**config.mk**
```make
export PLATFORM = sky130hd
export DESIGN_NAME = status_map_descriptor
export DESIGN_NICKNAME = d
export VERILOG_FILES = /design/src/pkg/status_map_pkg.sv /design/src/logic/status_map_descriptor.sv
export SDC_FILE = /design/constraint.sdc
export NUM_CORES = 1
export LEC_CHECK = 0
export ABC_AREA = 1
export BUFFER_PORTS_ARGS = -buffer_cell sky130_fd_sc_hd__buf_2
export CAP_MARGIN = 20
export CELL_PAD_IN_SITES_DETAIL_PLACEMENT = 0
export CELL_PAD_IN_SITES_GLOBAL_PLACEMENT = 2
export CORE_MARGIN = 4
export CORE_UTILIZATION = 26
export CTS_CLUSTER_DIAMETER = 100
export DETAILED_ROUTE_END_ITERATION = 16
export GPL_ROUTABILITY_DRIVEN = 0
export PLACE_DENSITY = 0.95
export SYNTH_ARGS = -nofsm -noshare
export SYNTH_HDL_FRONTEND = slang
export SYNTH_SLANG_ARGS = --single-unit
```
**constraint.sdc**
```tcl
create_clock -name REF_CLK -period 1.4 [get_ports REF_CLK]
set_input_delay 0.14 -clock REF_CLK [delete_from_list [all_inputs] [get_ports REF_CLK]]
set_output_delay 0.14 -clock REF_CLK [all_outputs]
set_load 0.05 [all_outputs]
```
**src/pkg/status_map_pkg.sv**
```systemverilog
package status_map_pkg;

	// ****************************************************************
	// Register commands and addresses
	// ****************************************************************
	localparam logic [7:0] OP_REG_READ = 8'h65;
	localparam logic [7:0] OP_REG_WRITE = 8'h71;
	localparam logic [7:0] OP_READ_ONLY = 8'h00;
	localparam logic [7:0] ADDR_STATUS_VOL = 8'h00;
	localparam logic [7:0] ADDR_CONFIG_NV2 = 8'h03;

	// ****************************************************************
	// Field positions
	// ****************************************************************
	localparam int PGM_FAIL_BIT = 6;
	localparam int ERS_FAIL_BIT = 5;
	localparam int WAIT_LSB = 0;
	localparam int WAIT_WIDTH = 4;
	localparam int DUMMY_WIDTH = 5;

	// Descriptor encodings of the same positions
	localparam logic [2:0] PGM_FAIL_POS_CODE = 3'h6;
	localparam logic [2:0] ERS_FAIL_POS_CODE = 3'h5;
	localparam logic [1:0] WAIT_WIDTH_CODE = 2'h2;
	localparam logic [2:0] WAIT_LSB_CODE = 3'h0;

	// ****************************************************************
	// Reset values
	// ****************************************************************
	localparam logic [3:0] WAIT_RESET = 4'h8;
	localparam logic [7:0] PARAM_RESET = 8'h00;

	// ****************************************************************
	// Descriptor window and timing
	// ****************************************************************
	localparam int PARAM_ADDR_WIDTH = 9;
	localparam logic [8:0] PARAM_FIRST = 9'h184;
	localparam logic [8:0] PARAM_LAST = 9'h195;
	localparam int RESP_LATENCY_CYCLES = 1;

endpackage

```
**src/logic/status_map_descriptor.sv**
```systemverilog
`timescale 1ns/1ns
`default_nettype none

// Summary of operation
// - Program-failure flag sits at status bit 6; descriptor encodes position as 110b.
// - Program-failure flag reads 1 only after a failed program, positive polarity.
// - Descriptor gives write opcode 00h for the status register: read only.
// - Addressed register read opcode 65h returns the addressed register contents.
// - Erase-failure flag lives in volatile status register at address 00h.
// - Erase-failure flag sits at status bit 5; descriptor encodes it as 101b.
// - Erase-failure flag reads 1 only after a failed erase, else 0.
// - Status and configuration bits are reached by addressed register commands.
// - Wait-state setting lives in nonvolatile configuration register two, address 03h.
// - Dummy cycle count before read data is host configurable, not fixed.
// - Wait-state field is 4 bits; descriptor reports width code 10b.
// - Wait-state field least significant bit is bit 0; field is bits 3:0.
// - Addressed write opcode 71h to address 03h updates the wait-state field.
// - Thirty dummy cycles are not offered; descriptor support flag reads 0.
// - Twenty-eight dummy cycles are supported; descriptor flags them with 1.
// - Wait-state code 01111b selects 28 dummy cycles on reads.
// - Program-failure flag lives in volatile status register at address 00h.
module status_map_descriptor #(
	parameter logic [3:0] WAIT_INIT = status_map_pkg::WAIT_RESET
)(
	// Clock and reset
	input wire logic REF_CLK,
	input wire logic RST_N,
	// Descriptor read
	input wire logic PARAM_RD,
	input wire logic [status_map_pkg::PARAM_ADDR_WIDTH-1:0] PARAM_ADDR,
	output logic PARAM_VALID,
	output logic [7:0] PARAM_DATA,
	// Addressed register commands
	input wire logic CMD_VALID,
	input wire logic [7:0] CMD_OPCODE,
	input wire logic [7:0] CMD_REG_ADDR,
	input wire logic [7:0] CMD_WDATA,
	output logic REG_RVALID,
	output logic [7:0] REG_RDATA,
	output logic CMD_DONE,
	output logic CMD_ERR,
	// Array operation outcomes
	input wire logic PGM_DONE,
	input wire logic PGM_FAILED,
	input wire logic ERS_DONE,
	input wire logic ERS_FAILED,
	input wire logic FLAG_CLEAR,
	// Status and latency
	output logic PGM_FAIL_FLAG,
	output logic ERS_FAIL_FLAG,
	output logic [status_map_pkg::WAIT_WIDTH-1:0] WAIT_CODE,
	output logic [status_map_pkg::DUMMY_WIDTH-1:0] DUMMY_CYCLES
);

	// ****************************************************************
	// Wait-state code to dummy cycle lookup
	// ****************************************************************
	// Codes outside the supported set return zero, which callers treat as
	// unsupported; this keeps 30 cycles and the short latencies unreachable.
	function automatic logic [status_map_pkg::DUMMY_WIDTH-1:0] dummy_of(
		input logic [3:0] code
	);
		logic [status_map_pkg::DUMMY_WIDTH-1:0] cycles;
		cycles = 5'h00;
		unique case (code)
			4'h1: cycles = 5'h06;
			4'h2: cycles = 5'h08;
			4'h3: cycles = 5'h0A;
			4'h4: cycles = 5'h0C;
			4'h5: cycles = 5'h0E;
			4'h6: cycles = 5'h10;
			4'h7: cycles = 5'h12;
			4'h8: cycles = 5'h14;
			4'h9: cycles = 5'h16;
			4'hB: cycles = 5'h18;
			4'hD: cycles = 5'h1A;
			4'hF: cycles = 5'h1C;
			default: cycles = 5'h00;
		endcase
		return cycles;
	endfunction

	// ****************************************************************
	// Descriptor table
	// ****************************************************************
	function automatic logic [7:0] param_byte(
		input logic [status_map_pkg::PARAM_ADDR_WIDTH-1:0] addr
	);
		logic [7:0] value;
		value = status_map_pkg::PARAM_RESET;
		unique case (addr)
			9'h184: value = status_map_pkg::OP_READ_ONLY;
			9'h185: value = status_map_pkg::OP_REG_READ;
			9'h186: value = status_map_pkg::ADDR_STATUS_VOL;
			9'h187: value = {5'h12, status_map_pkg::PGM_FAIL_POS_CODE};
			9'h188: value = status_map_pkg::OP_READ_ONLY;
			9'h189: value = status_map_pkg::OP_REG_READ;
			9'h18A: value = status_map_pkg::ADDR_STATUS_VOL;
			9'h18B: value = {5'h12, status_map_pkg::ERS_FAIL_POS_CODE};
			9'h18C: value = status_map_pkg::OP_REG_WRITE;
			9'h18D: value = status_map_pkg::OP_REG_READ;
			9'h18E: value = status_map_pkg::ADDR_CONFIG_NV2;
			9'h18F: value = {1'b1, status_map_pkg::WAIT_WIDTH_CODE, 2'h2,
				status_map_pkg::WAIT_LSB_CODE};
			9'h190: value = status_map_pkg::OP_REG_WRITE;
			9'h191: value = status_map_pkg::OP_REG_READ;
			9'h192: value = status_map_pkg::ADDR_CONFIG_NV2;
			9'h193: value = {1'b1, status_map_pkg::WAIT_WIDTH_CODE, 2'h2,
				status_map_pkg::WAIT_LSB_CODE};
			9'h194: value = 8'hA4;
			9'h195: value = 8'h6B;
			default: value = status_map_pkg::PARAM_RESET;
		endcase
		return value;
	endfunction

	// ****************************************************************
	// Elaboration checks
	// ****************************************************************
	// The startup setting must itself be a supported latency
	if (dummy_of(WAIT_INIT) == 5'h00)
	begin : g_bad_wait_init
		$error("WAIT_INIT is not a supported wait-state code");
	end

	// The lookups below are written for these package values; refuse others
	if (status_map_pkg::WAIT_WIDTH != 4)
	begin : g_bad_wait_width
		$error("Wait-state field must be four bits wide");
	end

	if (status_map_pkg::WAIT_LSB + status_map_pkg::WAIT_WIDTH > 8)
	begin : g_bad_wait_span
		$error("Wait-state field must fit inside one register byte");
	end

	if (status_map_pkg::DUMMY_WIDTH < 5)
	begin : g_bad_dummy_width
		$error("Dummy cycle count needs five bits to hold 28");
	end

	if (status_map_pkg::PGM_FAIL_BIT > 7 || status_map_pkg::ERS_FAIL_BIT > 7)
	begin : g_bad_flag_bit
		$error("Failure flags must sit inside the status byte");
	end

	if (status_map_pkg::PGM_FAIL_BIT == status_map_pkg::ERS_FAIL_BIT)
	begin : g_shared_flag_bit
		$error("Program and erase failure flags need separate bits");
	end

	if (int'(status_map_pkg::PGM_FAIL_POS_CODE) != status_map_pkg::PGM_FAIL_BIT)
	begin : g_bad_pgm_code
		$error("Descriptor position code disagrees with the program flag bit");
	end

	if (int'(status_map_pkg::ERS_FAIL_POS_CODE) != status_map_pkg::ERS_FAIL_BIT)
	begin : g_bad_ers_code
		$error("Descriptor position code disagrees with the erase flag bit");
	end

	if (int'(status_map_pkg::WAIT_LSB_CODE) != status_map_pkg::WAIT_LSB)
	begin : g_bad_lsb_code
		$error("Descriptor LSB code disagrees with the wait-state field");
	end

	if (status_map_pkg::ADDR_STATUS_VOL == status_map_pkg::ADDR_CONFIG_NV2)
	begin : g_shared_reg_addr
		$error("Status and configuration registers need separate addresses");
	end

	if (status_map_pkg::PARAM_ADDR_WIDTH != 9)
	begin : g_bad_param_width
		$error("Descriptor table is decoded on nine address bits");
	end

	// ****************************************************************
	// Command decode
	// ****************************************************************
	logic is_read;
	logic is_write;
	logic hit_status;
	logic hit_config;
	logic write_ok;
	logic [7:0] next_rdata;
	logic [3:0] wr_code;

	assign is_read = CMD_VALID && (CMD_OPCODE == status_map_pkg::OP_REG_READ);
	assign is_write = CMD_VALID && (CMD_OPCODE == status_map_pkg::OP_REG_WRITE);
	assign hit_status = (CMD_REG_ADDR == status_map_pkg::ADDR_STATUS_VOL);
	assign hit_config = (CMD_REG_ADDR == status_map_pkg::ADDR_CONFIG_NV2);
	assign wr_code = CMD_WDATA[status_map_pkg::WAIT_LSB +: status_map_pkg::WAIT_WIDTH];
	// Status register is read only; unsupported latencies are refused
	assign write_ok = is_write && hit_config && (dummy_of(wr_code) != 5'h00);

	// Loaded only on a read strobe; refused reads load zero, never stale status
	always_comb
	begin
		next_rdata = 8'h00;
		if (hit_status)
		begin
			next_rdata[status_map_pkg::PGM_FAIL_BIT] = PGM_FAIL_FLAG;
			next_rdata[status_map_pkg::ERS_FAIL_BIT] = ERS_FAIL_FLAG;
		end
		else if (hit_config)
		begin
			next_rdata[status_map_pkg::WAIT_LSB +: status_map_pkg::WAIT_WIDTH] = WAIT_CODE;
		end
	end

	// ****************************************************************
	// Wait-state field
	// ****************************************************************
	// The field powers up from WAIT_INIT, standing in for the stored value
	always_ff @(posedge REF_CLK or negedge RST_N)
	begin
		if (!RST_N)
			WAIT_CODE <= WAIT_INIT;
		else if (write_ok)
			WAIT_CODE <= wr_code;
	end

	// Latency trails the field by one edge: a read issued right after a write
	// must allow one more cycle before the new count applies
	always_ff @(posedge REF_CLK or negedge RST_N)
	begin
		if (!RST_N)
			DUMMY_CYCLES <= 5'h00;
		else
			DUMMY_CYCLES <= dummy_of(WAIT_CODE);
	end

	// ****************************************************************
	// Failure flags
	// ****************************************************************
	// A failure reported in the clear cycle wins, so no error is lost
	// A good operation leaves a set flag alone; only the clear pulse drops it
	always_ff @(posedge REF_CLK or negedge RST_N)
	begin
		if (!RST_N)
			PGM_FAIL_FLAG <= 1'b0;
		else if (PGM_DONE && PGM_FAILED)
			PGM_FAIL_FLAG <= 1'b1;
		else if (FLAG_CLEAR)
			PGM_FAIL_FLAG <= 1'b0;
	end

	always_ff @(posedge REF_CLK or negedge RST_N)
	begin
		if (!RST_N)
			ERS_FAIL_FLAG <= 1'b0;
		else if (ERS_DONE && ERS_FAILED)
			ERS_FAIL_FLAG <= 1'b1;
		else if (FLAG_CLEAR)
			ERS_FAIL_FLAG <= 1'b0;
	end

	// ****************************************************************
	// Register answers
	// ****************************************************************
	// One done pulse per strobe, so the host can pair every command with its answer
	always_ff @(posedge REF_CLK or negedge RST_N)
	begin
		if (!RST_N)
		begin
			REG_RVALID <= 1'b0;
			REG_RDATA <= 8'h00;
			CMD_DONE <= 1'b0;
			CMD_ERR <= 1'b0;
		end
		else
		begin
			REG_RVALID <= is_read && (hit_status || hit_config);
			if (is_read)
				REG_RDATA <= next_rdata;
			CMD_DONE <= CMD_VALID;
			CMD_ERR <= CMD_VALID && !((is_read && (hit_status || hit_config)) || write_ok);
		end
	end

	// ****************************************************************
	// Descriptor answers
	// ****************************************************************
	// Pure table lookup: no device state reaches these bytes
	always_ff @(posedge REF_CLK or negedge RST_N)
	begin
		if (!RST_N)
		begin
			PARAM_VALID <= 1'b0;
			PARAM_DATA <= status_map_pkg::PARAM_RESET;
		end
		else
		begin
			PARAM_VALID <= PARAM_RD;
			if (PARAM_RD)
				PARAM_DATA <= param_byte(PARAM_ADDR);
		end
	end

endmodule

`default_nettype wire

```
==> impl_metrics.py, run 1 <==
metrics = {
    "min_path": {
        "hold_class": "in -> reg",
        "holdPathStages": 1,
        "hold_path_end": "CMD_DONE",
        "hp-start": "CMD_VALID",
    },
    "die": {
        "rows": 27,
        "core_area_sq_um": 5510,
        "start_util": 0.268,
        "die_w_microns": 83.3,
        "io_pins": 73,
        "die_area_sq_um": 6940,
        "chipHeight_microns": 83.3,
    },
    "power_and_ir_drop": {
        "power.total_w": 0.00174,
        "pwr_density_cell_nw_per_um2": 895,
        "p_leak_nw": 1.08,
        "ir_drop_mv": 0.496,
    },
    "clocking": {
        "cts.sinks": 28,
        "cts_tree": "yes",
        "htreeDepth": 1,
        "cts_resized": 0,
        "root_buffer": "clkbuf_8",
        "clock_latency_ns": 0.27,
        "cts-buffers-inserted": 3,
        "cts_buffer_depth": 2,
        "cts.clk_slew.worst_paths_ns": 0.09,
    },
    "setup_path": {
        "crit_slowest_cell": "dfstp_2",
        "slowest_delay_ns": 0.57,
        "reg2regPathDepth": 3,
        "path_max_fanout": 5,
        "r2r_setup_slack_ns": 0.39,
        "r2r-end": "DUMMY_CYCLES[2]",
        "cp.depth": 1,
        "critPathTopFamily": "flip-flops",
        "timing.rr.start": "WAIT_CODE[3]",
        "worstPathRequired_ns": 1.26,
        "cp-start-kind": "flip-flop",
        "end_kind": "output pin",
        "crit_path_cell_trace": "buf_2",
        "arrival_ns": 1.10,
        "timing.critical_path.buf_inv": 1,
        "criticalPathCategory": "reg -> out",
    },
    "finish": {
        "area_delta_synth_final_pct": 31.8,
        "drive_gt1_frac": 0.344,
        "stdcell_area_sq_um": 1940,
        "fillCellCount": 585,
        "layout_commonest_cell": "buf_2",
        "final_cell_mix": "65 x buf_2, 50 x nand2_1, 27 x dfrtp_1",
        "diodes": 0,
        "nNetsFinal": 301,
    },
    "timing": {
        "worst_slack_ns": 0.157,
        "max_freq_mhz": 804,
        "fin_crit_ns": 1.24,
        "worst_slew_pin_slew_ns": 0.610,
        "hold_viol": 0,
        "rsz0062_at_grt": "false",
        "holdWs_ns": 0.0110,
        "finalCritPeriodShare": 0.888,
        "finalClockSkew_ns": 0.00377,
        "relSlewSlack": 0.593,
        "drv_slew": 0,
        "setup_viol": 0,
        "tns_ns": 0,
    },
    "global_routing": {
        "grt_use_total": 0.0997,
        "grt_pass1_vias": 1345,
        "gr-total-overflow": 0,
        "grt_max_degree": 29,
        "grt_pass1_wl_microns": 5890,
        "grt_antenna_before_repair": 0,
    },
    "detailed_routing": {
        "first_pass_iters": 4,
        "antenna_left": 0,
        "routed_wl_microns": 3400,
        "wl_per_cell_microns": 10.4,
        "drt_first_iter_violations": 45,
        "viasPerCell": 4.23,
        "drc": 0,
        "vias": 1389,
    },
    "yosys": {
        "yosys.area.top_type": "dfrtp_1",
        "synth_top_area_frac": 0.458,
        "synthTopCellsByArea": "dfrtp_1 46%, nand2_1 13%, nor2_1 6.6%",
        "syn_avg_cell_area_sq_um": 7.80,
        "ys_types": 27,
        "synth-xor-area-share": 0,
        "synth_top_family_by_area": "simple AND/OR/NAND/NOR gates",
        "ys_seq_elements": 28,
        "synth_area_sq_um": 1470,
        "synth-compound-area-share": 0.0925,
        "ys_dominant_reg_cell": "dfrtp_1",
        "yosysSeqAreaShare": 0.476,
        "yosys.area_share.simple": 0.329,
        "synth_cells": 189,
        "synthArstFlopShare": 1.00,
        "synth_edf_count": 0,
        "synthMuxAreaShare": 0,
        "synth_adder_area_share": 0.0170,
        "ys_warn_count": 0,
    },
    "placement": {
        "dpl_cell_area_sq_um": 1860,
        "dp_hpwl_microns": 2820,
        "preCtsSetupSlack_ns": 0.0655,
        "io_buffer_count": 65,
    },
    "run_status": {
        "status": "finished clean",
    },
    "job": {
        "max_cap_violations": 0,
    },
}
[cell usage after synthesis, drive strengths merged, types with 2 or more instances]
master	number
a21oi	3
o21ai	18
ha	2
dfrtp	27
buf	5
inv	23
nand3b	3
nand3	12
o21bai	2
nand2	54
nor2	32
[area by class of cell]
| type | count | area [sq um] | share of cell area |
|---|---|---|---|
| Clock inverter | 1 | 30.0 | 0.0155 |
| Inverter | 23 | 86.3 | 0.0444 |
| Sequential cell | 28 | 702 | 0.361 |
| Clock buffer | 3 | 41.3 | 0.0212 |
| Tap cell | 72 | 90.1 | 0.0464 |
| Multi-Input combinational cell | 135 | 658 | 0.339 |
| Timing Repair Buffer | 66 | 335 | 0.173 |
[cell families after synthesis]
family	Yosys count
and+or+nand+nor	106
buffers and inverters	28
DFF	28
AOI/OAI and AO/OA	24
adders and majority gates	2
other	1
[worst max path at each step]
stage | start | to | slack [ns]
floorplan | WAIT_CODE[1] | DUMMY_CYCLES[3] | 0.16
global placement | CMD_WDATA[1] | WAIT_CODE[1] | 0.11
detailed placement | CMD_WDATA[1] | WAIT_CODE[2] | 0.07
CTS | WAIT_CODE[3] | WAIT_CODE[3] | 0.14
global route | WAIT_CODE[3] | WAIT_CODE[3] | 0.1
finish | WAIT_CODE[3] | WAIT_CODE[3] | 0.16
[repair_timing]
action	CTS	global route
setup buffers	0	0
hold buffers	1	0
endpoints found under the setup margin	0	0
endpoints found under the hold margin	27	0
[stage by stage]
step / util / cells
after floorplan: - / 191
after global placement: 0.338 / 323
after detailed placement: 0.338 / 323
after CTS: 0.353 / 328
after global routing: 0.353 / 328
final: 0.353 / 328
[report_power, final]
group,switching (W),internal [W],total [W]
Combinational,0.000195,0.0000868,0.000282
Clock,0.000237,0.000382,0.000619
Sequential,0.00000885,0.000828,0.000836
[registers in the layout, summed over array words and instances (netlist names)]
signal and count:
CMD_ERR 1, ERS_FAIL_FLAG 1, DUMMY_CYCLES 4, PARAM_VALID 1, REG_RDATA 6, CMD_DONE 1
PGM_FAIL_FLAG 1, REG_RVALID 1, WAIT_CODE 4, PARAM_DATA 8
[metal layers]
layer  vias up  wire length [microns]  track usage
met5         -                      0            0
li1        722                      -            -
met4         0                     27       0.0208
met3         2                    330       0.0367
met2        52                   1550        0.171
met1       613                   1490        0.120
(Power assumes the default switching activity.)
==> inputs of run 2 (changes only) <==
==> constraint.sdc (replaced) <==
create_clock -name REF_CLK -period 1.4 [get_ports REF_CLK]
set_input_delay 0.28 -clock REF_CLK [delete_from_list [all_inputs] [get_ports REF_CLK]]
set_output_delay 0.28 -clock REF_CLK [all_outputs]
set_load 0.05 [all_outputs]
==> run 2 against run 1 <==
Against the previous run: fmax shrank 5.9%; sequential power about the same; power down 7.3%; critical endpoint unchanged.
==> impl_metrics.py, run 2 (synthesis results as in run 1) <==
metrics = {
    "detailed_routing": {
        "vias": 1362,
        "routed_wl_microns": 3390,
        "drt_first_iter_violations": 38,
        "wl_per_cell_microns": 10.3,
        "antenna_left": 0,
        "first_pass_iters": 4,
        "viasPerCell": 4.13,
        "drc": 0,
    },
    "finish": {
        "diodes": 0,
        "nNetsFinal": 303,
        "largest-register": "PARAM_DATA",
        "stdcell_area_sq_um": 1940,
        "fillCellCount": 617,
        "layout_commonest_cell": "buf_2",
        "reg_top3": "PARAM_DATA: 8 flops, REG_RDATA: 6 flops",
        "final_cell_mix": "64 x buf_2, 50 x nand2_1, 27 x dfrtp_1",
        "drive_gt1_frac": 0.353,
        "largest_reg_flops": 8,
        "area_delta_synth_final_pct": 31.7,
    },
    "global_routing": {
        "grt_max_degree": 29,
        "gr-total-overflow": 0,
        "met3_usage": 0.0308,
        "grt_antenna_before_repair": 0,
        "grt_pass1_wl_microns": 5980,
        "grt.met1_usage": 0.124,
        "gr-usage-met2": 0.170,
        "grt_use_total": 0.101,
        "grt_pass1_vias": 1367,
        "grt-busiest-layer": "met2",
    },
    "setup_path": {
        "timing.critical_path.buf_inv": 1,
        "path_max_fanout": 5,
        "worstPathRequired_ns": 1.12,
        "timing.rr.start": "WAIT_CODE[3]",
        "crit_path_cell_trace": "buf_4",
        "r2r-end": "DUMMY_CYCLES[2]",
        "end_kind": "output pin",
        "crit_slowest_cell": "dfstp_2",
        "r2r_setup_slack_ns": 0.38,
        "criticalPathCategory": "reg -> out",
        "reg2regPathDepth": 3,
        "slowest_delay_ns": 0.57,
        "arrival_ns": 1.04,
        "cp-start-kind": "flip-flop",
        "critPathTopFamily": "flip-flops",
    },
    "clocking": {
        "htreeDepth": 1,
        "cts_buffer_depth": 2,
        "root_buffer": "clkbuf_8",
        "cts_tree": "yes",
        "cts.clk_slew.worst_paths_ns": 0.09,
        "postCtsSetupRepairBufs": 0,
        "cts-buffers-inserted": 3,
        "cts.sinks": 28,
        "clock_latency_ns": 0.27,
    },
    "placement": {
        "preCtsSetupSlack_ns": -0.0484,
        "dpl_cell_area_sq_um": 1880,
        "io_buffer_count": 65,
        "dp_hpwl_microns": 2810,
    },
    "timing": {
        "worst_slack_ns": 0.0787,
        "setup_viol": 0,
        "max_freq_mhz": 757,
        "fin_crit_ns": 1.32,
        "drv_slew": 0,
        "worst_slew_pin_slew_ns": 0.621,
        "finalClockSkew_ns": 0.00379,
        "finalCritPeriodShare": 0.944,
        "rsz0062_at_grt": "false",
        "relSlewSlack": 0.586,
        "hold_viol": 0,
    },
    "run_status": {
        "status": "finished clean",
    },
    "die": {
        "core_area_sq_um": 5510,
        "rows": 27,
        "start_util": 0.268,
        "die_w_microns": 83.3,
        "die_area_sq_um": 6940,
        "io_pins": 73,
        "chipHeight_microns": 83.3,
    },
    "power_and_ir_drop": {
        "pwr_density_cell_nw_per_um2": 830,
        "p_leak_nw": 1.09,
        "ir_drop_mv": 0.389,
        "power.total_w": 0.00161,
    },
    "min_path": {
        "hold_class": "in -> async",
    },
    "job": {
        "max_cap_violations": 0,
    },
}
-- run 2: changes by cell type in the layout (fill, tap and decap cells not counted) --
cell,delta
buf_2,-1
buf_4,+4
bufinv_16,-1
dlygate4sd3_1,-1
clkbuf_8,+1
-- run 2: metrics by stage --
step | hold slack [ns] | utilization | std cells | setup TNS, ns
floorplan | -0.0156 | - | 191 | 0
global placement | 0.323 | 0.342 | 326 | -0.0615
detailed placement | 0.342 | 0.342 | 326 | -0.133
CTS | 0.0370 | 0.352 | 330 | 0
global route | 0.0668 | 0.353 | 330 | 0
finish | 0.0148 | 0.353 | 330 | 0
-- run 2: layer usage --
metal	wire length (microns)	up-vias
met5	0	-
met4	36	0
met3	325	5
met2	1500	51
met1	1530	583
li1	-	723
-- run 2: area by class of cell --
type,count,area (sq um),share of cell area
multi-input combinational,135,658,0.339
timing repair buffer,68,350,0.180
clock buffer,4,55.1,0.0284
tap,72,90.1,0.0464
inverter,23,86.3,0.0445
sequential,28,702,0.361
-- run 2: timing repair --
| item | in CTS | in global routing |
|---|---|---|
| setup endpoints to repair | 0 | 1 |
| gates resized for setup | 0 | 2 |
| hold buffers | 0 | 0 |
-- run 2: worst max path at each step --
stage	slack, ns	end	cells after the start	from
6_report	0.08	WAIT_CODE[3]	1	WAIT_CODE[3]
5_1_grt	0.02	WAIT_CODE[3]	1	WAIT_CODE[3]
4_1_cts	0.004	WAIT_CODE[3]	1	WAIT_CODE[3]
3_5_place_dp	-0.05	WAIT_CODE[2]	7	CMD_WDATA[1]
3_3_place_gp	-0.02	WAIT_CODE[1]	7	CMD_WDATA[1]
2_1_floorplan	0.12	WAIT_CODE[1]	7	CMD_WDATA[1]
-- run 2: power breakdown --
part / total (W) / switching (W) / internal [W]
registers: 0.000837 / 0.00000907 / 0.000828
clock network: 0.000489 / 0.000238 / 0.000251
logic: 0.000286 / 0.000196 / 0.0000902
